$ cat src/pkg/reg_cmd_defines.svh
// Offsets, field positions, reset values and timing counts of the command interpreter.
`ifndef REG_CMD_DEFINES_SVH
`define REG_CMD_DEFINES_SVH

// ============================================================
// Primary register numbers
`define REG_OP_STATUS 8'h00
`define REG_DEV_TYPE 8'h01
`define REG_EXT_CFG 8'h09
`define REG_EXT_ADDR 8'h0A
`define REG_EXT_DATA 8'h0B
`define REG_FATAL 8'h20
`define REG_LONG_OP 8'h30
`define REG_SRQ_CFG 8'h31
`define REG_LABEL 8'h32
// Upper bounds of the generic and device-type ranges.
`define RANGE_GEN_LAST 8'h1F
`define RANGE_DEV_LAST 8'h7F

// ============================================================
// Error field codes, bits 3:0 of the operation status register
`define ERR_OK 4'h0
`define ERR_UNIMPL 4'h1
`define ERR_READ_ONLY 4'h2
`define ERR_PENDING 4'h4
`define ERR_EXT_RANGE 4'h6
`define ERR_EXT_RO 4'h7
`define ERR_EXEC_FAIL 4'h8
// Pending flag position in the operation status register.
`define STAT_PEND_BIT 8

// ============================================================
// Extended address space
`define EXT_HI_W 6
`define EXT_STEP 22'h00_0002
`define EXT_ONE 22'h00_0001
`define DT_BASE 22'h01_0000
`define DT_LEN 16'h0008
`define LB_BASE 22'h02_0000
`define LB_LEN 16'h0010
`define WORD_RESET 16'h0000

// ============================================================
// Long operation timing
`define LONG_OP_TIME_US 1000
`define CLK_MHZ 20
`define LONG_OP_CYCLES (`LONG_OP_TIME_US * `CLK_MHZ)

`endif

$ cat src/pkg/reg_cmd_pkg.sv
// Types shared by the command interpreter.
package reg_cmd_pkg;
    // Two-bit status carried in every response.
    typedef enum logic [1:0] {
        ST_OK = 2'h0,
        ST_XE = 2'h1,
        ST_AEA = 2'h2,
        ST_PEND = 2'h3
    } rsp_status_t;
endpackage : reg_cmd_pkg

$ cat src/design/register_command_interpreter.sv
// Application-layer register command interpreter with pending operations and extended access.
`timescale 1ns/1ps
`include "reg_cmd_defines.svh"
// Behaviour
// RULE_01: command is rw bit, register, 16 data.
// RULE_02: decode all 256 primary register numbers.
// RULE_03: generic, device-type, manufacturer register ranges.
// RULE_04: slow command answers at once, marked pending.
// RULE_05: keep answering commands while operation pending.
// RULE_06: status register reports pending and error.
// RULE_07: service request on failed pending op, if enabled.
// RULE_08: 22-bit extended address, high bits from configuration.
// RULE_09: extended address register holds low 16 bits.
// RULE_10: contents register reads/writes next 16 bits.
// RULE_11: host accesses field through contents register series.
// RULE_12: long-field read answers flag, length, presets pointer.
// RULE_13: read past field end gives error, zero.
// RULE_14: first write to long field presets pointer.
// RULE_15: successive contents writes store words in order.
// RULE_16: 16-bit big-endian values, bytes zero-extended.
// RULE_17: real values held as scaled integers.
// RULE_18: data over 16 bits only via extended access.
// RULE_19: text null-terminated, reads stop at field size.
// RULE_20: last error cause in status bits 3:0.
// RULE_21: unimplemented register gives error code one.
// RULE_22: service request holds until status cleared.
// RULE_23: response echoes the command register number.
module register_command_interpreter
    import reg_cmd_pkg::*;
#(
    parameter int LONG_OP_CYCLES = `LONG_OP_CYCLES,
    // Device type text; the value is arbitrary, null terminated.
    parameter logic [63:0] DEV_TYPE_TEXT = 64'h4142_4344_4546_4700
) (
    input wire logic i_mclk,
    input wire logic i_reset,
    input wire logic i_cmd_valid,
    input wire logic i_cmd_write,
    input wire logic [7:0] i_cmd_reg,
    input wire logic [15:0] i_cmd_data,
    input wire logic i_op_fault,
    output logic o_rsp_valid,
    output rsp_status_t o_rsp_status,
    output logic [7:0] o_rsp_reg,
    output logic [15:0] o_rsp_data,
    output logic o_srq_n
);

    // ============================================================
    // State
    logic [15:0] ext_cfg_q;    // Space select and high address bits.
    logic [15:0] ext_addr_q;   // Low 16 address bits.
    logic [15:0] long_op_q;    // Target of the long operation, scaled integer.
    logic srq_en_q;            // Service request on pending failure.
    logic pend_q;              // Long operation in progress.
    logic [23:0] pend_cnt_q;   // Cycles left of the long operation.
    logic [3:0] err_q;         // Cause of the last error.
    logic [7:0] label_mem [16];  // Writable text field.
    logic fault_s1_q;          // Fault pin synchroniser stages.
    logic fault_s2_q;
    logic fault_s3_q;
    logic fault_q;             // Filtered fault level.

    // ============================================================
    // Decode results
    rsp_status_t st_d;
    logic [15:0] data_d;
    logic [3:0] err_d;
    logic xe;          // Command ends in an execution error.
    logic start;       // Long operation launched.
    logic clr;         // Status clear written.
    logic ptr_we;      // Extended pointer written as a whole.
    logic [21:0] ptr_d;
    logic lbl_we;      // Label word write.
    logic [21:0] ptr;
    logic [4:0] dt_hit;
    logic [4:0] lb_hit;
    logic [63:0] dt_shift;
    logic fail;        // Pending operation ends in error.

    // Locate an address inside a field: bit 4 is a hit, bits 3:0 the offset.
    // Both bytes of the word must lie inside the field.
    function automatic logic [4:0] field_hit(input logic [21:0] a, input logic [21:0] base,
                                             input logic [15:0] len);
        logic [21:0] d;
        d = a - base;
        field_hit = {(a >= base) && ((d + `EXT_ONE) < {6'h00, len}), d[3:0]};
    endfunction : field_hit

    assign ptr = {ext_cfg_q[`EXT_HI_W-1:0], ext_addr_q};  // [RULE_08] [RULE_09]
    assign dt_hit = field_hit(ptr, `DT_BASE, `DT_LEN);
    assign lb_hit = field_hit(ptr, `LB_BASE, `LB_LEN);
    // Big-endian: the first byte of the field is the top byte of the word.
    assign dt_shift = DEV_TYPE_TEXT << {dt_hit[3:0], 3'b000};
    assign fail = pend_q && (pend_cnt_q == 24'h00_0001) && fault_q;

    // ============================================================
    // Command decode. Every register number is decoded; anything not
    // listed falls to the unimplemented answer in all three ranges.
    always_comb begin
        st_d = ST_OK;
        data_d = `WORD_RESET;
        err_d = `ERR_OK;
        xe = 1'b0;
        start = 1'b0;
        clr = 1'b0;
        ptr_we = 1'b0;
        ptr_d = ptr;
        lbl_we = 1'b0;
        case (i_cmd_reg)  // [RULE_02] [RULE_03]
            `REG_OP_STATUS: begin
                // Pending flag and last error cause; a write clears the error.
                data_d = {7'h00, pend_q, 4'h0, err_q};  // [RULE_06] [RULE_20]
                clr = i_cmd_write;
            end
            `REG_DEV_TYPE: begin
                if (i_cmd_write) begin
                    xe = 1'b1;
                    err_d = `ERR_READ_ONLY;
                end else begin
                    // Long field: answer its length and aim the pointer at it.
                    st_d = ST_AEA;  // [RULE_12] [RULE_18]
                    data_d = `DT_LEN;
                    ptr_we = 1'b1;
                    ptr_d = `DT_BASE;
                end
            end
            `REG_LABEL: begin
                // Read or first write both preset the pointer to the field.
                st_d = i_cmd_write ? ST_OK : ST_AEA;  // [RULE_14] [RULE_12]
                data_d = `LB_LEN;
                ptr_we = 1'b1;
                ptr_d = `LB_BASE;
            end
            `REG_EXT_CFG: data_d = ext_cfg_q;
            `REG_EXT_ADDR: data_d = ext_addr_q;
            `REG_EXT_DATA: begin
                if (!i_cmd_write && dt_hit[4]) begin
                    data_d = dt_shift[63:48];  // [RULE_10] [RULE_19]
                    ptr_we = 1'b1;
                    ptr_d = ptr + `EXT_STEP;
                end else if (lb_hit[4]) begin
                    data_d = {label_mem[lb_hit[3:0]], label_mem[lb_hit[3:0] + 4'h1]};
                    lbl_we = i_cmd_write;  // [RULE_15]
                    ptr_we = 1'b1;
                    ptr_d = ptr + `EXT_STEP;
                end else begin
                    // Past the field end, outside any field or a write into the type field: error, zero data.
                    xe = 1'b1;  // [RULE_13]
                    err_d = (i_cmd_write && dt_hit[4]) ? `ERR_EXT_RO : `ERR_EXT_RANGE;
                end
            end
            `REG_FATAL: begin
                data_d = {15'h0000, ~o_srq_n};
                if (i_cmd_write) begin
                    xe = 1'b1;
                    err_d = `ERR_READ_ONLY;
                end
            end
            `REG_LONG_OP: begin
                data_d = long_op_q;  // [RULE_17]
                if (i_cmd_write && pend_q) begin
                    xe = 1'b1;
                    err_d = `ERR_PENDING;
                end else if (i_cmd_write) begin
                    // Answer now and finish in the background.
                    st_d = ST_PEND;  // [RULE_04]
                    start = 1'b1;
                end
            end
            `REG_SRQ_CFG: data_d = {15'h0000, srq_en_q};  // [RULE_16]
            default: begin
                xe = 1'b1;
                err_d = `ERR_UNIMPL;  // [RULE_21]
            end
        endcase
        if (xe) begin
            st_d = ST_XE;
            data_d = `WORD_RESET;
        end
    end

    // ============================================================
    // Response. One answer per command, the cycle after it is taken,
    // whether or not an operation is pending.
    always_ff @(posedge i_mclk) begin
        if (i_reset) begin
            o_rsp_valid <= 1'b0;
            o_rsp_status <= ST_OK;
            o_rsp_reg <= 8'h00;
            o_rsp_data <= `WORD_RESET;
        end else begin
            o_rsp_valid <= i_cmd_valid;  // [RULE_05] [RULE_01]
            if (i_cmd_valid) begin
                o_rsp_status <= st_d;
                o_rsp_reg <= i_cmd_reg;  // [RULE_23]
                o_rsp_data <= data_d;
            end
        end
    end

    // ============================================================
    // Extended pointer and host configuration registers.
    always_ff @(posedge i_mclk) begin
        if (i_reset) begin
            ext_cfg_q <= `WORD_RESET;
            ext_addr_q <= `WORD_RESET;
            long_op_q <= `WORD_RESET;
            srq_en_q <= 1'b0;
        end else if (i_cmd_valid) begin
            if (ptr_we && !xe) begin
                // Auto-advance keeps the space select bits above the address.
                ext_cfg_q <= {ext_cfg_q[15:`EXT_HI_W], ptr_d[21:16]};  // [RULE_08]
                ext_addr_q <= ptr_d[15:0];  // [RULE_09]
            end else if (i_cmd_write && i_cmd_reg == `REG_EXT_CFG) begin
                ext_cfg_q <= i_cmd_data;
            end else if (i_cmd_write && i_cmd_reg == `REG_EXT_ADDR) begin
                ext_addr_q <= i_cmd_data;
            end
            if (start) begin
                long_op_q <= i_cmd_data;  // [RULE_17]
            end
            if (i_cmd_write && i_cmd_reg == `REG_SRQ_CFG) begin
                srq_en_q <= i_cmd_data[0];
            end
        end
    end

    // ============================================================
    // Label field storage; not reset, software fills it.
    always_ff @(posedge i_mclk) begin
        if (i_cmd_valid && lbl_we) begin
            label_mem[lb_hit[3:0]] <= i_cmd_data[15:8];  // [RULE_15] [RULE_16]
            label_mem[lb_hit[3:0] + 4'h1] <= i_cmd_data[7:0];
        end
    end

    // ============================================================
    // Fault pin: three stages, a change counts once stages two and three
    // agree, so a one-cycle glitch is never seen.
    always_ff @(posedge i_mclk) begin
        if (i_reset) begin
            fault_s1_q <= 1'b0;
            fault_s2_q <= 1'b0;
            fault_s3_q <= 1'b0;
            fault_q <= 1'b0;
        end else begin
            fault_s1_q <= i_op_fault;
            fault_s2_q <= fault_s1_q;
            fault_s3_q <= fault_s2_q;
            if (fault_s2_q == fault_s3_q) begin
                fault_q <= fault_s3_q;
            end
        end
    end

    // ============================================================
    // Long operation timer.
    always_ff @(posedge i_mclk) begin
        if (i_reset) begin
            pend_q <= 1'b0;
            pend_cnt_q <= 24'h00_0000;
        end else if (i_cmd_valid && start) begin
            pend_q <= 1'b1;  // [RULE_04]
            pend_cnt_q <= 24'(LONG_OP_CYCLES);
        end else if (pend_q) begin
            pend_cnt_q <= pend_cnt_q - 24'h00_0001;
            if (pend_cnt_q == 24'h00_0001) begin
                pend_q <= 1'b0;  // [RULE_06]
            end
        end
    end

    // ============================================================
    // Error field and service request. A failure in the clearing cycle
    // wins, so the host never loses it.
    always_ff @(posedge i_mclk) begin
        if (i_reset) begin
            err_q <= `ERR_OK;
            o_srq_n <= 1'b1;
        end else begin
            if (fail) begin
                err_q <= `ERR_EXEC_FAIL;  // [RULE_20]
            end else if (i_cmd_valid && xe) begin
                err_q <= err_d;  // [RULE_21]
            end else if (i_cmd_valid && clr) begin
                err_q <= `ERR_OK;
            end
            if (fail && srq_en_q) begin
                o_srq_n <= 1'b0;  // [RULE_07]
            end else if (i_cmd_valid && clr) begin
                o_srq_n <= 1'b1;  // [RULE_22]
            end
        end
    end

    // ============================================================
    // Checks
    property p_rsp_echo;
        @(posedge i_mclk) disable iff (i_reset)
        i_cmd_valid |=> o_rsp_valid && o_rsp_reg == $past(i_cmd_reg);
    endproperty
    a_rsp_echo: assert property (p_rsp_echo) else $error("response missing or wrong register"); // [RULE_23]

    property p_unimpl;
        @(posedge i_mclk) disable iff (i_reset)
        i_cmd_valid && i_cmd_reg == 8'h21 && !fail |=> o_rsp_status == ST_XE && err_q == 4'h1;
    endproperty
    a_unimpl: assert property (p_unimpl) else $error("unimplemented register not flagged"); // [RULE_21]

    property p_pend_start;
        @(posedge i_mclk) disable iff (i_reset)
        i_cmd_valid && i_cmd_write && i_cmd_reg == `REG_LONG_OP && !pend_q
            |=> o_rsp_status == ST_PEND && pend_q;
    endproperty
    a_pend_start: assert property (p_pend_start) else $error("long operation not pending"); // [RULE_04]

    property p_busy_answers;
        @(posedge i_mclk) disable iff (i_reset)
        pend_q && i_cmd_valid |=> o_rsp_valid;
    endproperty
    a_busy_answers: assert property (p_busy_answers) else $error("no answer while pending"); // [RULE_05]

    property p_pend_end;
        @(posedge i_mclk) disable iff (i_reset)
        pend_q && pend_cnt_q == 24'h00_0001 && !(i_cmd_valid && start) |=> !pend_q;
    endproperty
    a_pend_end: assert property (p_pend_end) else $error("pending flag did not drop"); // [RULE_06]

    property p_srq_cause;
        @(posedge i_mclk) disable iff (i_reset)
        $fell(o_srq_n) |-> $past(srq_en_q) && err_q == 4'h8;
    endproperty
    a_srq_cause: assert property (p_srq_cause) else $error("service request without failure"); // [RULE_07]

    property p_srq_hold;
        @(posedge i_mclk) disable iff (i_reset)
        !o_srq_n && !(i_cmd_valid && i_cmd_write && i_cmd_reg == `REG_OP_STATUS) |=> !o_srq_n;
    endproperty
    a_srq_hold: assert property (p_srq_hold) else $error("service request dropped early"); // [RULE_22]

    property p_dt_read;
        @(posedge i_mclk) disable iff (i_reset)
        i_cmd_valid && !i_cmd_write && i_cmd_reg == `REG_DEV_TYPE
            |=> o_rsp_status == ST_AEA && o_rsp_data == 16'h0008 && ptr == 22'h01_0000;
    endproperty
    a_dt_read: assert property (p_dt_read) else $error("long field read not preset"); // [RULE_12]

    property p_past_end;
        @(posedge i_mclk) disable iff (i_reset)
        o_rsp_valid && o_rsp_reg == `REG_EXT_DATA && o_rsp_status == ST_XE |-> o_rsp_data == 16'h0000;
    endproperty
    a_past_end: assert property (p_past_end) else $error("error read returned data"); // [RULE_13]

    property p_advance;
        @(posedge i_mclk) disable iff (i_reset)
        o_rsp_valid && o_rsp_reg == `REG_EXT_DATA && o_rsp_status == ST_OK
            |-> ptr == $past(ptr) + 22'h00_0002;
    endproperty
    a_advance: assert property (p_advance) else $error("contents pointer did not advance"); // [RULE_10]

    c_dt_walk: cover property (@(posedge i_mclk) disable iff (i_reset)
        o_rsp_valid && o_rsp_reg == `REG_EXT_DATA && o_rsp_status == ST_XE && ptr == 22'h01_0008);
    c_srq: cover property (@(posedge i_mclk) disable iff (i_reset) $fell(o_srq_n));
    c_cip: cover property (@(posedge i_mclk) disable iff (i_reset)
        i_cmd_valid && start ##2 (i_cmd_valid && xe && err_d == `ERR_PENDING));

endmodule : register_command_interpreter

$ cat config.mk
export PLATFORM = sky130hd
export DESIGN_NAME = register_command_interpreter
export DESIGN_NICKNAME = d
export VERILOG_FILES = /design/src/pkg/reg_cmd_pkg.sv /design/src/design/register_command_interpreter.sv
export VERILOG_INCLUDE_DIRS = /design/src /design/src/pkg
export SDC_FILE = /design/constraint.sdc
export NUM_CORES = 1
export LEC_CHECK = 0
export CAP_MARGIN = 20
export CORE_AREA = 2 2 137 273
export DETAILED_ROUTE_END_ITERATION = 12
export DIE_AREA = 0 0 139 275
export DONT_BUFFER_PORTS = 1
export PLACE_DENSITY_LB_ADDON = 0.25
export SYNTH_ARGS = -nofsm -noshare
export SYNTH_HDL_FRONTEND = slang
export SYNTH_SLANG_ARGS = --single-unit
$ cat constraint.sdc
create_clock -name i_mclk -period 4.9 [get_ports i_mclk]
set_clock_uncertainty 0.2 [all_clocks]
set_input_delay 0.98 -clock i_mclk [delete_from_list [all_inputs] [get_ports i_mclk]]
set_output_delay 0.98 -clock i_mclk [all_outputs]
set_load 0.02 [all_outputs]
# [Yosys cells after proc, flatten, opt, wreduce, memory -nomap -nowiden]
# Memory sizes are Yosys's and may differ from the RTL's.
# Index checks and enable logic that the tools add are counted.
# Widths: inputs -> output; s select.
[classes] add_sub_neg=7 magnitude_cmp=4 eq_ne=14 n_shift=1 muxes=52 bitwise_logic=2 reduce_logical=35
[ops] operator="$pmux 16 s9" n=1
[ops] operator="$mux 16" n=6
[ops] operator="$mux 22" n=3
[ops] operator="$pmux 22 s3" n=1
[ops] operator="$shl 63x7->64 const A" n=1
[ops] operator="$add 22x1->22 const B" n=2
[ops] operator="$eq 8x6->1 const B" n=4
[ops] operator="$mux 15" n=2
[ops] operator="$eq 24x1->1 const B" n=1
[ops] operator="$eq 8x4->1 const B" n=3
[ops] operator="$sub 24x1->24 const B" n=1
[ops] operator="$add 22x2->22 const B" n=1
[ops] operator="$ge 22x17->1 const B" n=1
[ops] operator="$ge 22x18->1 const B" n=1
[ops] operator="$lt 22x4->1 const B" n=1
[ops] operator="$lt 22x5->1 const B" n=1
[ops] operator="$sub 22x17->22 const B" n=1
[ops] operator="$sub 22x18->22 const B" n=1
[ops] operator="$mux 1" n=21
[ops] operator="$logic_and 1x1->1" n=16
[ops] operator="$mux 4" n=4
[ops] operator="$mux 6" n=2
[ops] operator="$pmux 3 s4" n=1
[ops] operator="$mux 2" n=5
[ops] operator="other kinds (22)" n=34
[totals] reg_bits=110 ram_bits=128 in_bits=29 output_inout_bits=28 elab_cells=135 n_memories=1
[mem_list] name="label_mem" words=16 word_bits=8 read_ports=2 rd_ports_with_merged_regs=0 write_ports=2 line="register_command_interpreter.sv:58" text="logic [7:0] label_mem [16];"

# [Logic depth before layout (Yosys ltp)]
# Gate-level depths: netlist of run 1.
[logic_depth] depth_word=11 mapped_depth=16 ltp_nobuf=11

# [Worst setup path after synthesis of run 1]
# No wires, ideal clock.
[synth_path] kind="register to register" start="reg ext_addr_q[0]" end="mem label_mem[10][0] (enable)" setup_time_ps=388 arrival_time_ps=3711 t_required_ps=4312 slack_ps=601 stages_incl_launch_ff=15 path_buffers=4 period_less_slack_ps=4299 cell_sequence="dfxtp_1 -> buf_2 -> buf_1 -> clkbuf_1 -> inv_1 -> ha_1 -> clkbuf_8 -> or4b_1 -> nor4_4 -> o21ai_2 -> nor4b_4 -> nand4_1 -> nor2_1 -> nand2_1 -> o32ai_1"
[synth_rtl] item="from (decl)" line="register_command_interpreter.sv:52" text="logic [15:0] ext_addr_q;"
[synth_rtl] item="from (signal assigned)" line="register_command_interpreter.sv:207" text="ext_addr_q <= `WORD_RESET;"
[synth_rtl] item="from (signal assigned)" line="register_command_interpreter.sv:214" text="ext_addr_q <= ptr_d[15:0];"
[synth_rtl] item="from (signal assigned)" line="register_command_interpreter.sv:218" text="ext_addr_q <= i_cmd_data;"
[synth_rtl] item="to (decl)" line="register_command_interpreter.sv:58"

# [Final worst setup path of run 1]
[layout_path] start="reg ext_cfg_q[2]" end="reg ext_addr_q[6]"
[layout_via] elab_chain_len=11 word_cells_on_any_way=28 classes_between="add/sub (4); order compare (4); eq/ne (4); mux (9); reduce/logical (7)"
[layout_rtl] item="from (decl)" line="register_command_interpreter.sv:51" text="logic [15:0] ext_cfg_q;"
[layout_rtl] item="from (signal assigned)" line="register_command_interpreter.sv:206" text="ext_cfg_q <= `WORD_RESET;"
[layout_rtl] item="from (signal assigned)" line="register_command_interpreter.sv:213" text="ext_cfg_q <= {ext_cfg_q[15:`EXT_HI_W], ptr_d[21:16]};"
[layout_rtl] item="from (signal assigned)" line="register_command_interpreter.sv:216" text="ext_cfg_q <= i_cmd_data;"
[layout_rtl] item="$sub 22x18->22 / $sub 22x17->22 (equally long branches)" line="register_command_interpreter.sv:86" text="d = a - base;"
[layout_rtl] item="$add 22x1->22 (no line)"
[layout_rtl] item="$lt 22x5->1 / $lt 22x4->1 (equally long branches)" line="register_command_interpreter.sv:87" text="field_hit = {(a >= base) && ((d + `EXT_ONE) < {6'h00, len}), d[3:0]};"
[layout_rtl] item="$logic_and 1x1->1" line="register_command_interpreter.sv:87"
[layout_rtl] item="$mux 1 / $logic_and 1x1->1 (equally long branches)" line="register_command_interpreter.sv:142, register_command_interpreter.sv:138"
[layout_rtl] item="$mux 1" line="register_command_interpreter.sv:138" text="if (!i_cmd_write && dt_hit[4]) begin"
[layout_rtl] item="$pmux 1 s4" line="register_command_interpreter.sv:110" text="case (i_cmd_reg)"
[layout_rtl] item="$logic_not 1->1" line="register_command_interpreter.sv:211" text="if (ptr_we && !xe) begin"
[layout_rtl] item="$logic_and 1x1->1" line="register_command_interpreter.sv:211"
[layout_rtl] item="$ne 4x1->1 (no line) (tied with other cells)"
[layout_rtl] item="$reduce_and 6->1 (no line)"
# Several ways; a longest one is shown, not always the timed one.
# A chain may end at the register's enable or synchronous reset.

==> results.md, run 1 <==
- run status: finished, final reports clean
- maximum clock path buffer count: 3
- final critical-path share of the clock period: 0.913
- arrival time worst endpoint: 4.70 ns
- diode insertion count for antenna repair: 0
- maximum number of pins on one net before global-route repair: 69
- number of gates resized after cts: 0
- Yosys Warn Count: 0
- ratio of cells with drive above 1 in the final layout: 0.236
- number of synthesized register bits: 238
- required time of the worst setup path: 5.13 ns
- final hold slack: 0.238 ns
- most repeated library cell on the critical path: sky130_fd_sc_hd__xnor2_1
- final count of negative-setup-slack endpoints: 0
- highest attainable clock frequency: 224 MHz
- number of enable-type register cells in the synthesized netlist: 128
- number of buffers inserted by hold repair at cts: 0
- sequence of cells on the critical path: inv_1, ha_1, a21boi_0, xnor2_1, o2bb2ai_1, mux2i_1, xnor2_1, nor3_1, a2bb2oi_2, a21oi_1, a221oi_1
- end point of the most critical hold path: fault_s2_q$_SDFF_PP0_
- number of different library cells in the post-synthesis netlist: 96
- sequential fraction of the synthesis area: 0.422
- final number of hold-violating endpoints: 0
- count of mapped cells out of synthesis: 1257
- I/O Buffers: 0
- synthesized area: 0.0143 mm2
- # nets final: 1258
- slew of the pin with the lowest slew margin: 1.04 ns
- area added between synthesis and finish: 8.01%
- total grt overflow: 0
- max FFs per register: 128
- capturing point of the worst reg2reg path: ext_addr_q[6]$_SDFFE_PP0P_
- proportion of synthesized flip-flops having asynchronous set or reset: 0
- mean routed wirelength per cell: 26.9 um
- element type at the critical path start: register
- delay of the slowest cell on the worst path: 0.74 ns
- final setup slack of the worst path: 0.426 ns
- max-cap violation count: 0
- Hold WC Path Type: reg -> reg
- Worst path slowest cell: sky130_fd_sc_hd__a2bb2oi_2
- Clk pin slew, worst setup/hold paths: 0.06 ns
- Reg2Reg Depth: 11
- startpoint of the worst-slack reg-to-reg timing path: ext_cfg_q[2]$_SDFFE_PP0P_
- setup TNS: 0 ns
- effective utilization at floorplan: 0.397
- Core Footprint: 0.0362 mm2
- antenna-violating nets left: 0
- minimum clock period after layout: 4.47 ns
- root cell of the clock tree: sky130_fd_sc_hd__clkbuf_16
- clock insertion delay at the later pin of the skew report: 0.54 ns
- number of levels the H-tree was split into: 1
- number of buffers inserted by post-CTS setup repair: 0
- first-pass iteration count of the detailed router: 9
- x dimension of the die: 139 um
- drt first-iter violations: 1285
- global-route wire length before repair: 68000 um
- overall die area: 0.0382 mm2
- RePlAce Congestion: 0.985
- drc violations: 0
- CP Class: reg -> reg
- Max-Slew Margin vs Limit: 0.309
- top_reg_cell synth: sky130_fd_sc_hd__edfxtp_1
- Max IR drop VDD: 0.315 mV
- total via count in the routed design: 10700
- power density cells: 274 mW/mm2
- worst setup slack for register-to-register paths: 0.43 ns
- Final HPWL DP: 31300 um
- Site Rows: 99
- sum of routed wire length over all layers: 45300 um
- clk sink count: 238
- number of vias per cell: 6.35
- leakage component of the power: 4.99 nW
- CTS Buf Count: 24
- Worst Hold Launch: fault_s1_q$_SDFF_PP0_
- top-level port count: 57
- setup repair after global routing missed its margin: no
- y dimension of the die: 275 um
- top fanout value on the critical path: 18
- cell class contributing the biggest share of worst-path delay: compound AO/OA/AOI/OAI gates
- average cell area after synthesis: 11.4 um2
- number of cells on the worst hold path: 1
- TritonCTS clock tree: built
- number of buffer and inverter stages on the critical path: 1
- initial antenna violation count: 3
- Post-Synthesis Net Count: 1303
- final number of max-transition violations: 0
- vias in the first global route: 10600
- DP Worst Slack: 0.432 ns
- nature of the critical path endpoint: register
- aggregate global-route resource usage: 0.232
-- per-layer routing --
layer	track usage	up-vias	wire length, um
met5	0	-	0
met4	0.0750	0	1450
met3	0.0287	89	3340
met2	0.399	474	22500
met1	0.306	5434	18100
li1	-	4697	-
-- metrics by stage --
| stage | cells | area (um2) | util | total power, mW |
|---|---|---|---|---|
| 6_report | 1684 | 15500 | 0.428 | 4.24 |
| 5_1_grt | 1684 | 15500 | 0.428 | 4.35 |
| 4_1_cts | 1684 | 15500 | 0.428 | 4.27 |
| 3_5_place_dp | 1640 | 14600 | 0.404 | 2.26 |
| 3_3_place_gp | 1640 | 14600 | 0.404 | 2.26 |
| 2_1_floorplan | 1257 | 14300 | - | 2.29 |
-- synth_stat cells (12+ instances only) --
cell | number | area (um2)
sky130_fd_sc_hd__clkbuf_1 | 59 | 221
sky130_fd_sc_hd__o21ai_0 | 22 | 110
sky130_fd_sc_hd__mux2_1 | 59 | 664
sky130_fd_sc_hd__a22oi_1 | 12 | 90.1
sky130_fd_sc_hd__nand3_1 | 34 | 170
sky130_fd_sc_hd__a21oi_1 | 61 | 305
sky130_fd_sc_hd__xor2_1 | 12 | 105
sky130_fd_sc_hd__dfxtp_1 | 110 | 2200
sky130_fd_sc_hd__nor2_1 | 68 | 255
sky130_fd_sc_hd__inv_1 | 26 | 97.6
sky130_fd_sc_hd__nand2_1 | 142 | 533
sky130_fd_sc_hd__mux2_2 | 71 | 800
sky130_fd_sc_hd__a222oi_1 | 12 | 120
sky130_fd_sc_hd__nor4_1 | 16 | 100
sky130_fd_sc_hd__edfxtp_1 | 128 | 3840
sky130_fd_sc_hd__nor3_1 | 26 | 130
sky130_fd_sc_hd__ha_1 | 17 | 213
sky130_fd_sc_hd__mux4_2 | 80 | 1800
sky130_fd_sc_hd__buf_1 | 25 | 93.8
sky130_fd_sc_hd__xnor2_1 | 27 | 236
-- cell usage in the layout (no fill, tap or decap), drive strengths merged, types with 10 or more instances in the layout --
| cell type | instances |
|---|---|
| nand2 | 143 |
| edfxtp | 128 |
| xnor2 | 27 |
| a221oi | 10 |
| nor3 | 27 |
| mux2i | 11 |
| a22oi | 13 |
| a222oi | 12 |
| o21ai | 31 |
| xor2 | 12 |
| mux2 | 130 |
| nor4 | 18 |
| nand4 | 13 |
| or3 | 10 |
| clkbuf | 29 |
| a21oi | 62 |
| nor2 | 68 |
| ha | 17 |
| o32ai | 10 |
| inv | 27 |
| buf | 39 |
| nand3 | 51 |
| mux4 | 80 |
| dfxtp | 110 |
-- logic make-up (layout without fill, tap and decap cells) --
| family | after synthesis | in the layout | synth area share |
|---|---|---|---|
| AO/OA/AOI/OAI | 212 | 212 | 0.106 |
| XOR/XNOR | 39 | 39 | 0.0238 |
| adder cells (fa/ha/maj) | 17 | 17 | 0.0148 |
| buffers and inverters | 137 | 110 | 0.0490 |
| flip-flops | 238 | 238 | 0.422 |
| multiplexers | 221 | 221 | 0.235 |
| AND/OR/NAND/NOR | 393 | 393 | 0.149 |
-- worst reg2reg max path: stages (launching register included) --
cell	delay, ns
sky130_fd_sc_hd__dfxtp_1	0.65
sky130_fd_sc_hd__inv_1	0.27
sky130_fd_sc_hd__ha_1	0.24
sky130_fd_sc_hd__a21boi_0	0.45
sky130_fd_sc_hd__xnor2_1	0.23
sky130_fd_sc_hd__o2bb2ai_1	0.16
sky130_fd_sc_hd__mux2i_1	0.11
sky130_fd_sc_hd__xnor2_1	0.49
sky130_fd_sc_hd__nor3_1	0.25
sky130_fd_sc_hd__a2bb2oi_2	0.74
sky130_fd_sc_hd__a21oi_1	0.27
sky130_fd_sc_hd__a221oi_1	0.32
-- how the worst max path moves through the flow --
stage | startpoint | end | slack, ns | depth (start not counted)
3_3_place_gp | i_cmd_reg[4] | label_mem[15][7]$_DFFE_PP_ | 0.51 | 9
6_report | ext_cfg_q[2]$_SDFFE_PP0P_ | ext_addr_q[6]$_SDFFE_PP0P_ | 0.43 | 11
3_5_place_dp | i_cmd_reg[4] | label_mem[15][6]$_DFFE_PP_ | 0.43 | 9
2_1_floorplan | ext_addr_q[0]$_SDFFE_PP0P_ | label_mem[10][0]$_DFFE_PP_ | 0.60 | 14
4_1_cts | ext_cfg_q[2]$_SDFFE_PP0P_ | o_rsp_data[14]$_SDFFE_PP0P_ | 0.47 | 11
5_1_grt | ext_cfg_q[2]$_SDFFE_PP0P_ | ext_addr_q[6]$_SDFFE_PP0P_ | 0.10 | 11
-- power breakdown --
group | internal (mW) | leakage (nW) | switching [mW]
Clock | 1.20 | 0.427 | 0.820
Sequential | 2.10 | 2.04 | 0.0124
Combinational | 0.0551 | 2.52 | 0.0476
Total | 3.36 | 4.99 | 0.880
-- layout make-up --
class                           count  area, um2
Timing Repair Buffer               39        293
Clock buffer                       29        681
Tap cell                          454        568
Multi-Input combinational cell    882       7610
Clock inverter                     15        186
Inverter                           27        101
Sequential cell                   238       6050
Fill cell                        3406      20700
Power figures use the tool's default switching activity.
==> run 2, diff against run 1 <==
--- a/config.mk
+++ b/config.mk
@@ -7,9 +7,9 @@
 export NUM_CORES = 1
 export LEC_CHECK = 0
 export CAP_MARGIN = 20
-export CORE_AREA = 2 2 137 273
+export CORE_AREA = 2 2 117 232
 export DETAILED_ROUTE_END_ITERATION = 12
-export DIE_AREA = 0 0 139 275
+export DIE_AREA = 0 0 119 234
 export DONT_BUFFER_PORTS = 1
 export PLACE_DENSITY_LB_ADDON = 0.25
 export SYNTH_ARGS = -nofsm -noshare
==> constraint.sdc (replaced) <==
create_clock -name i_mclk -period 5 [get_ports i_mclk]
set_clock_uncertainty 0.2 [all_clocks]
set_input_delay 0.25 -clock i_mclk [delete_from_list [all_inputs] [get_ports i_mclk]]
set_output_delay 0.25 -clock i_mclk [all_outputs]
set_load 0.02 [all_outputs]
==> run 2 against run 1 <==
Effect of this change:
- design area up 2.5%
- via count up 3.6%
- sequential share of layout area shrank 0.94 points
- largest power group unchanged
- global-route usage is 11 points higher
==> results.md, run 2 (same netlist as run 1, synthesis figures left out) <==
- Reg2Reg Depth: 13, +2
- max FFs per register: 128, unchanged
- cell area reported after detailed placement: 0.0145 mm2, -0.75%
- leakage component of the power: 5.21 nW, +4.6%
- top-level port count: 57, unchanged
- Max-Slew Margin vs Limit: 0.210, -0.0998
- drc violations: 0, unchanged
- final hold slack: 0.0355 ns, -0.202 ns
- aggregate global-route resource usage: 0.339, +0.107
- I/O Buffers: 0, unchanged
- delay of the slowest cell on the worst path: 0.55 ns, -0.19 ns
- y dimension of the die: 234 um, -15%
- first-pass iteration count of the detailed router: 5, -4
- final critical-path share of the clock period: 0.916, +0.00265
- antenna-violating nets left: 0, unchanged
- number of buffers inserted by post-CTS setup repair: 0, unchanged
- TritonCTS clock tree: built
- RePlAce Congestion: 0.983, -0.11%
- Worst Hold Launch: i_cmd_write
- critical path startpoint: ext_addr_q[0]$_SDFFE_PP0P_
- Final HPWL DP: 33000 um, +5.3%
- final number of max-transition violations: 0, unchanged
- nature of the critical path endpoint: register
- root cell of the clock tree: sky130_fd_sc_hd__clkbuf_16
- Core Footprint: 0.0262 mm2, -28%
- share of total power in sequential cells: 0.496, -0.003
- max-cap violation count: 0, unchanged
- Hold WC Path Type: in -> reg
- DP Worst Slack: 0.520 ns, +0.0877 ns
- top fanout value on the critical path: 26, +8
- slew of the pin with the lowest slew margin: 1.18 ns, +0.146 ns
- drt first-iter violations: 1042, -19%
- Switching Fraction: 0.226, +0.0191
- final setup slack of the worst path: 0.422 ns, -0.00453 ns
- element type at the critical path start: register
- maximum number of pins on one net before global-route repair: 69, unchanged
- number of cells on the worst hold path: 4, +3
- commonest non-fill, non-tap cells in the layout: sky130_fd_sc_hd__nand2_1 (142), sky130_fd_sc_hd__edfxtp_1 (128), sky130_fd_sc_hd__dfxtp_1 (108), sky130_fd_sc_hd__mux4_2 (80), sky130_fd_sc_hd__mux2_2 (71)
- Worst path slowest cell: sky130_fd_sc_hd__dlygate4sd3_1
- arrival time worst endpoint: 4.87 ns, +0.17 ns
- ratio of cells with drive above 1 in the final layout: 0.228, -0.00740
- number of vias per cell: 6.79, +7.0%
- maximum clock path buffer count: 3, unchanged
- x dimension of the die: 119 um, -14%
- startpoint of the worst-slack reg-to-reg timing path: ext_addr_q[0]$_SDFFE_PP0P_
- CP Class: reg -> reg
- final number of hold-violating endpoints: 0, unchanged
- end point of the most critical hold path: ext_addr_q[1]$_SDFFE_PP0P_
- global-route wire length before repair: 69500 um, +2.2%
- area added between synthesis and finish: 10.7%
- Clk pin slew, worst setup/hold paths: 0.07 ns, about the same
- Psw: 948 uW, +7.8%
- sequence of cells on the critical path: buf_4, ha_1, nand3_2, nor4_4, nand3_2, mux2i_1, xnor2_1, nor3_1, a2bb2oi_2, buf_4, a22oi_1, a21oi_1, dlygate4sd3_1
- mean routed wirelength per cell: 28.9 um, +7.5%
- setup repair after global routing missed its margin: no
- run status: finished, final reports clean
- proportion of power drawn by combinational gates: 0.048, +0.024
- setup TNS: 0 ns, unchanged
- Site Rows: 84, -15%
- count of non-filler cells in the finished layout: 1630, -3.2%
- overall die area: 0.0278 mm2, -27%
- clock power share: 0.456, -0.021
- capturing point of the worst reg2reg path: ext_addr_q[5]$_SDFFE_PP0P_
- final count of negative-setup-slack endpoints: 0, unchanged
- effective utilization at floorplan: 0.548, +0.152
- Post-Place Cells: 1534, -6.5%
- vias in the first global route: 11200, +5.5%
- clock insertion delay at the later pin of the skew report: 0.54 ns, about the same
- worst setup slack for register-to-register paths: 0.42 ns, about the same
- total via count in the routed design: 11100, +3.6%
- highest attainable clock frequency: 218 MHz, -2.3%
- internal power summed over all cells: 3.24 mW, -3.7%
- layout filler cell count: 2164, -36%
- CTS Buf Count: 24, unchanged
- number of levels the H-tree was split into: 1, unchanged
- clk sink count: 238, unchanged
- post-route cell area: 0.0159 mm2, +2.5%
- total grt overflow: 0, unchanged
- leading cell type in the layout, fill and taps excluded: sky130_fd_sc_hd__nand2_1
- Max IR drop VDD: 0.271 mV, -14%
- minimum clock period after layout: 4.58 ns, +0.105 ns
- # nets final: 1311, +4.2%
- power density cells: 264 mW/mm2, -3.7%
- initial antenna violation count: 5, +2
- required time of the worst setup path: 5.29 ns, +0.16 ns
- sum of routed wire length over all layers: 47100 um, +4.0%
[run 2: area by class of cell]
type	count	area, um2	area share
tap	344	430	0.0271
clock buffer	33	706	0.0445
inverter	27	101	0.00638
timing repair buffer	92	838	0.0528
antenna	3	7.51	0.000473
clock inverter	11	128	0.00804
multi-input combinational	882	7610	0.480
sequential	238	6050	0.381
[run 2: worst max-delay path by stage]
stage,to,cells past startpoint
2_1_floorplan,label_mem[10][0]$_DFFE_PP_,14
3_3_place_gp,label_mem[3][7]$_DFFE_PP_,11
3_5_place_dp,label_mem[10][5]$_DFFE_PP_,11
4_1_cts,ext_addr_q[5]$_SDFFE_PP0P_,13
5_1_grt,label_mem[11][4]$_DFFE_PP_,11
6_report,ext_addr_q[5]$_SDFFE_PP0P_,13
[run 2: timing repair]
action	CTS	global route
hold buffers	49	0
endpoints found under the hold margin	219	0
gates resized for setup	0	0
[run 2: critical path: cells and delay by family (launching register included)]
kind / cells / cell delay [ns]
adders and majority gates: 1 / 0.26
buffers and inverters: 3 / 1.19
xor gates and xnor gates: 1 / 0.50
muxes: 1 / 0.16
DFF: 1 / 0.35
and+or+nand+nor: 4 / 1.07
AOI/OAI and AO/OA: 3 / 0.78
[run 2: through the flow]
step | power (mW) | utilization
detailed placement | 2.22 | 0.555
global route | 4.28 | 0.607
floorplan | 2.24 | -
global placement | 2.21 | 0.554
finish | 4.19 | 0.607
CTS | 4.21 | 0.606
[run 2: per-layer routing]
metal	part of all wire	vias up	global-route usage
li1	-	4822	-
met1	0.32	5441	0.326
met2	0.52	599	0.617
met3	0.058	212	0.0489
met4	0.10	0	0.310
met5	0	-	0
[run 2: power by group through the flow]
stage / sequential [mW] / combinational, mW / clock [mW]
floorplan: 2.12 / 0.123 / 0
global placement: 2.12 / 0.0951 / 0
CTS: 2.07 / 0.197 / 1.93
finish: 2.08 / 0.202 / 1.91
global route: 2.07 / 0.211 / 1.99
detailed placement: 2.12 / 0.0991 / 0
==> run 3, diff against run 2 <==
==> constraint.sdc (replaced) <==
create_clock -name i_mclk -period 5.3 [get_ports i_mclk]
set_clock_uncertainty 0.2 [all_clocks]
set_input_delay 0.265 -clock i_mclk [delete_from_list [all_inputs] [get_ports i_mclk]]
set_output_delay 0.265 -clock i_mclk [all_outputs]
set_load 0.02 [all_outputs]
==> run 3 against run 2 <==
Effect of this change:
- critical path depth unchanged
- clock power fell by 16%
- global-route usage decreased by 0.21 points
- die area is the same
- critical endpoint is now o_rsp_data[6]$_SDFFE_PP0P_
- largest power group unchanged
==> results.md, run 3 (same netlist as run 1, synthesis figures left out) <==
- run status: finished, final reports clean
- TritonCTS clock tree: built
- Hold WC Path Type: in -> reg
- number of levels the H-tree was split into: 1, unchanged
- post-route cell area: 0.0157 mm2, -1.3%
- Post-Place Cells: 1527, -0.46%
- antenna-violating nets left: 0, unchanged
- met2 wirelength from detailed routing: 24000 um, -2.2%
- number of buffers inserted by post-CTS setup repair: 0, unchanged
- commonest non-fill, non-tap cells in the layout: sky130_fd_sc_hd__nand2_1 (142), sky130_fd_sc_hd__edfxtp_1 (128), sky130_fd_sc_hd__dfxtp_1 (108), sky130_fd_sc_hd__mux4_2 (80), sky130_fd_sc_hd__mux2_2 (71)
- Max IR drop VDD: 0.196 mV, -28%
- overall die area: 0.0278 mm2, unchanged
- highest attainable clock frequency: 192 MHz, -12%
- final hold slack: 0.0207 ns, -0.0148 ns
- most repeated library cell on the critical path: sky130_fd_sc_hd__dlygate4sd3_1
- max-cap violation count: 0, unchanged
- number of buffer and inverter stages on the critical path: 3, unchanged
- cell area reported after detailed placement: 0.0145 mm2, -0.36%
- RePlAce Congestion: 0.959, -2.5%
- area added between synthesis and finish: 9.25%
- aggregate global-route resource usage: 0.337, -0.00209
- count of non-filler cells in the finished layout: 1616, -0.86%
- max FFs per register: 128, unchanged
- uppermost layer routed: met5
- arrival time worst endpoint: 5.48 ns, +0.61 ns
- effective utilization at floorplan: 0.548, unchanged
- Reg2Reg Depth: 13, unchanged
- element type at the critical path start: register
- delay of the slowest cell on the worst path: 0.71 ns, +0.16 ns
- y dimension of the die: 234 um, unchanged
- leading cell type in the layout, fill and taps excluded: sky130_fd_sc_hd__nand2_1
- Worst path slowest cell: sky130_fd_sc_hd__dlygate4sd3_1
- vias in the first global route: 11300, +0.98%
- clk sink count: 238, unchanged
- number of cells on the worst hold path: 4, unchanged
- final number of hold-violating endpoints: 0, unchanged
- met3 WL: 2990 um, +9.1%
- setup TNS: 0 ns, unchanged
- top-level port count: 57, unchanged
- x dimension of the die: 119 um, unchanged
- final critical-path share of the clock period: 0.982, +0.0660
- ratio of cells with drive above 1 in the final layout: 0.220, -0.00834
- routed metal-1 wire length: 14700 um, -1.5%
- utilization after layout: 0.599, -0.00779
- nature of the critical path endpoint: register
- instance count on the critical path: 13, unchanged
- DP Worst Slack: 0.642 ns, +0.122 ns
- required time of the worst setup path: 5.57 ns, +0.28 ns
- cell class contributing the biggest share of worst-path delay: simple AND/OR/NAND/NOR gates
- # nets final: 1299, -0.92%
- maximum number of pins on one net before global-route repair: 69, unchanged
- final setup slack of the worst path: 0.0973 ns, -0.325 ns
- global-route wire length before repair: 69900 um, +0.57%
- top fanout value on the critical path: 11, -58%
- post-layout total power: 3.75 mW, -10%
- clock insertion delay at the later pin of the skew report: 0.53 ns, about the same
- slew of the pin with the lowest slew margin: 1.15 ns, -0.0281 ns
- power density cells: 239 mW/mm2, -9.2%
- final number of max-transition violations: 0, unchanged
- Clk pin slew, worst setup/hold paths: 0.07 ns, about the same
- number of vias per cell: 6.93, +1.9%
- Core Footprint: 0.0262 mm2, unchanged
- maximum clock path buffer count: 3, unchanged
- sequence of cells on the critical path: inv_1, ha_1, or4b_1, nor4_4, nand2_1, a41oi_2, nand4_4, or4_4, a22oi_2, nand3_2, dlygate4sd3_1, a211oi_1, dlygate4sd3_1
- leakage component of the power: 5.12 nW, -1.8%
- CP Class: reg -> reg
- total via count in the routed design: 11200, +1.1%
- sum of routed wire length over all layers: 46800 um, -0.76%
- total grt overflow: 0, unchanged
- layout filler cell count: 2132, -1.5%
- drt first-iter violations: 1268, +22%
- I/O Buffers: 0, unchanged
- drc violations: 0, unchanged
- root cell of the clock tree: sky130_fd_sc_hd__clkbuf_16
- initial antenna violation count: 7, +2
- CTS Buf Count: 22, -8.3%
- minimum clock period after layout: 5.20 ns, +0.625 ns
- Final HPWL DP: 32500 um, -1.6%
- first-pass iteration count of the detailed router: 8, +3
- mean routed wirelength per cell: 28.9 um, +0.10%
- final count of negative-setup-slack endpoints: 0, unchanged
- Site Rows: 84, unchanged
- Max-Slew Margin vs Limit: 0.228, +0.0188
## run 3: area by class of cell
class                   count  area (um2)  area share
repair buffers             82         749      0.0478
diodes                      4        10.0    0.000639
well taps                 344         430      0.0275
inverters                  27         101     0.00647
multi-input cells         882        7610       0.486
clock inverters            10        87.6     0.00559
flip-flops and latches    238        6050       0.386
clock buffers              29         628      0.0401
## run 3: path summary, 6_finish.rpt
path	startpoint	end	slack, ns
max reg2reg	ext_addr_q[1]$_SDFFE_PP0P_	o_rsp_data[6]$_SDFFE_PP0P_	0.1
min reg2reg	fault_s1_q$_SDFF_PP0_	fault_s2_q$_SDFF_PP0_	0.25
max	ext_addr_q[1]$_SDFFE_PP0P_	o_rsp_data[6]$_SDFFE_PP0P_	0.1
min	i_cmd_reg[7]	o_rsp_data[8]$_SDFFE_PP0P_	0.02
## run 3: worst min-delay path, stage by stage
cell	delay [ns]
sky130_fd_sc_hd__nor4_1	0.08
sky130_fd_sc_hd__nand2b_1	0.10
sky130_fd_sc_hd__a2111oi_2	0.08
sky130_fd_sc_hd__a22o_1	0.17
## run 3: what timing repair did
action                                  CTS  global route
hold endpoints to repair                219             0
hold buffers                             46             0
endpoints found under the setup margin    0             1
gates resized for setup                   0             2
## run 3: metal layers
| metal | up-vias | GRT usage |
|---|---|---|
| met1 | 5493 | 0.331 |
| met4 | 2 | 0.308 |
| li1 | 4807 | - |
| met3 | 241 | 0.0540 |
| met5 | - | 0 |
| met2 | 648 | 0.602 |
## run 3: where the power goes
group | total, mW | switching [mW] | internal, mW
combinational | 0.182 | 0.114 | 0.0673
clock | 1.61 | 0.725 | 0.889
sequential | 1.96 | 0.0117 | 1.94
total | 3.75 | 0.852 | 2.90
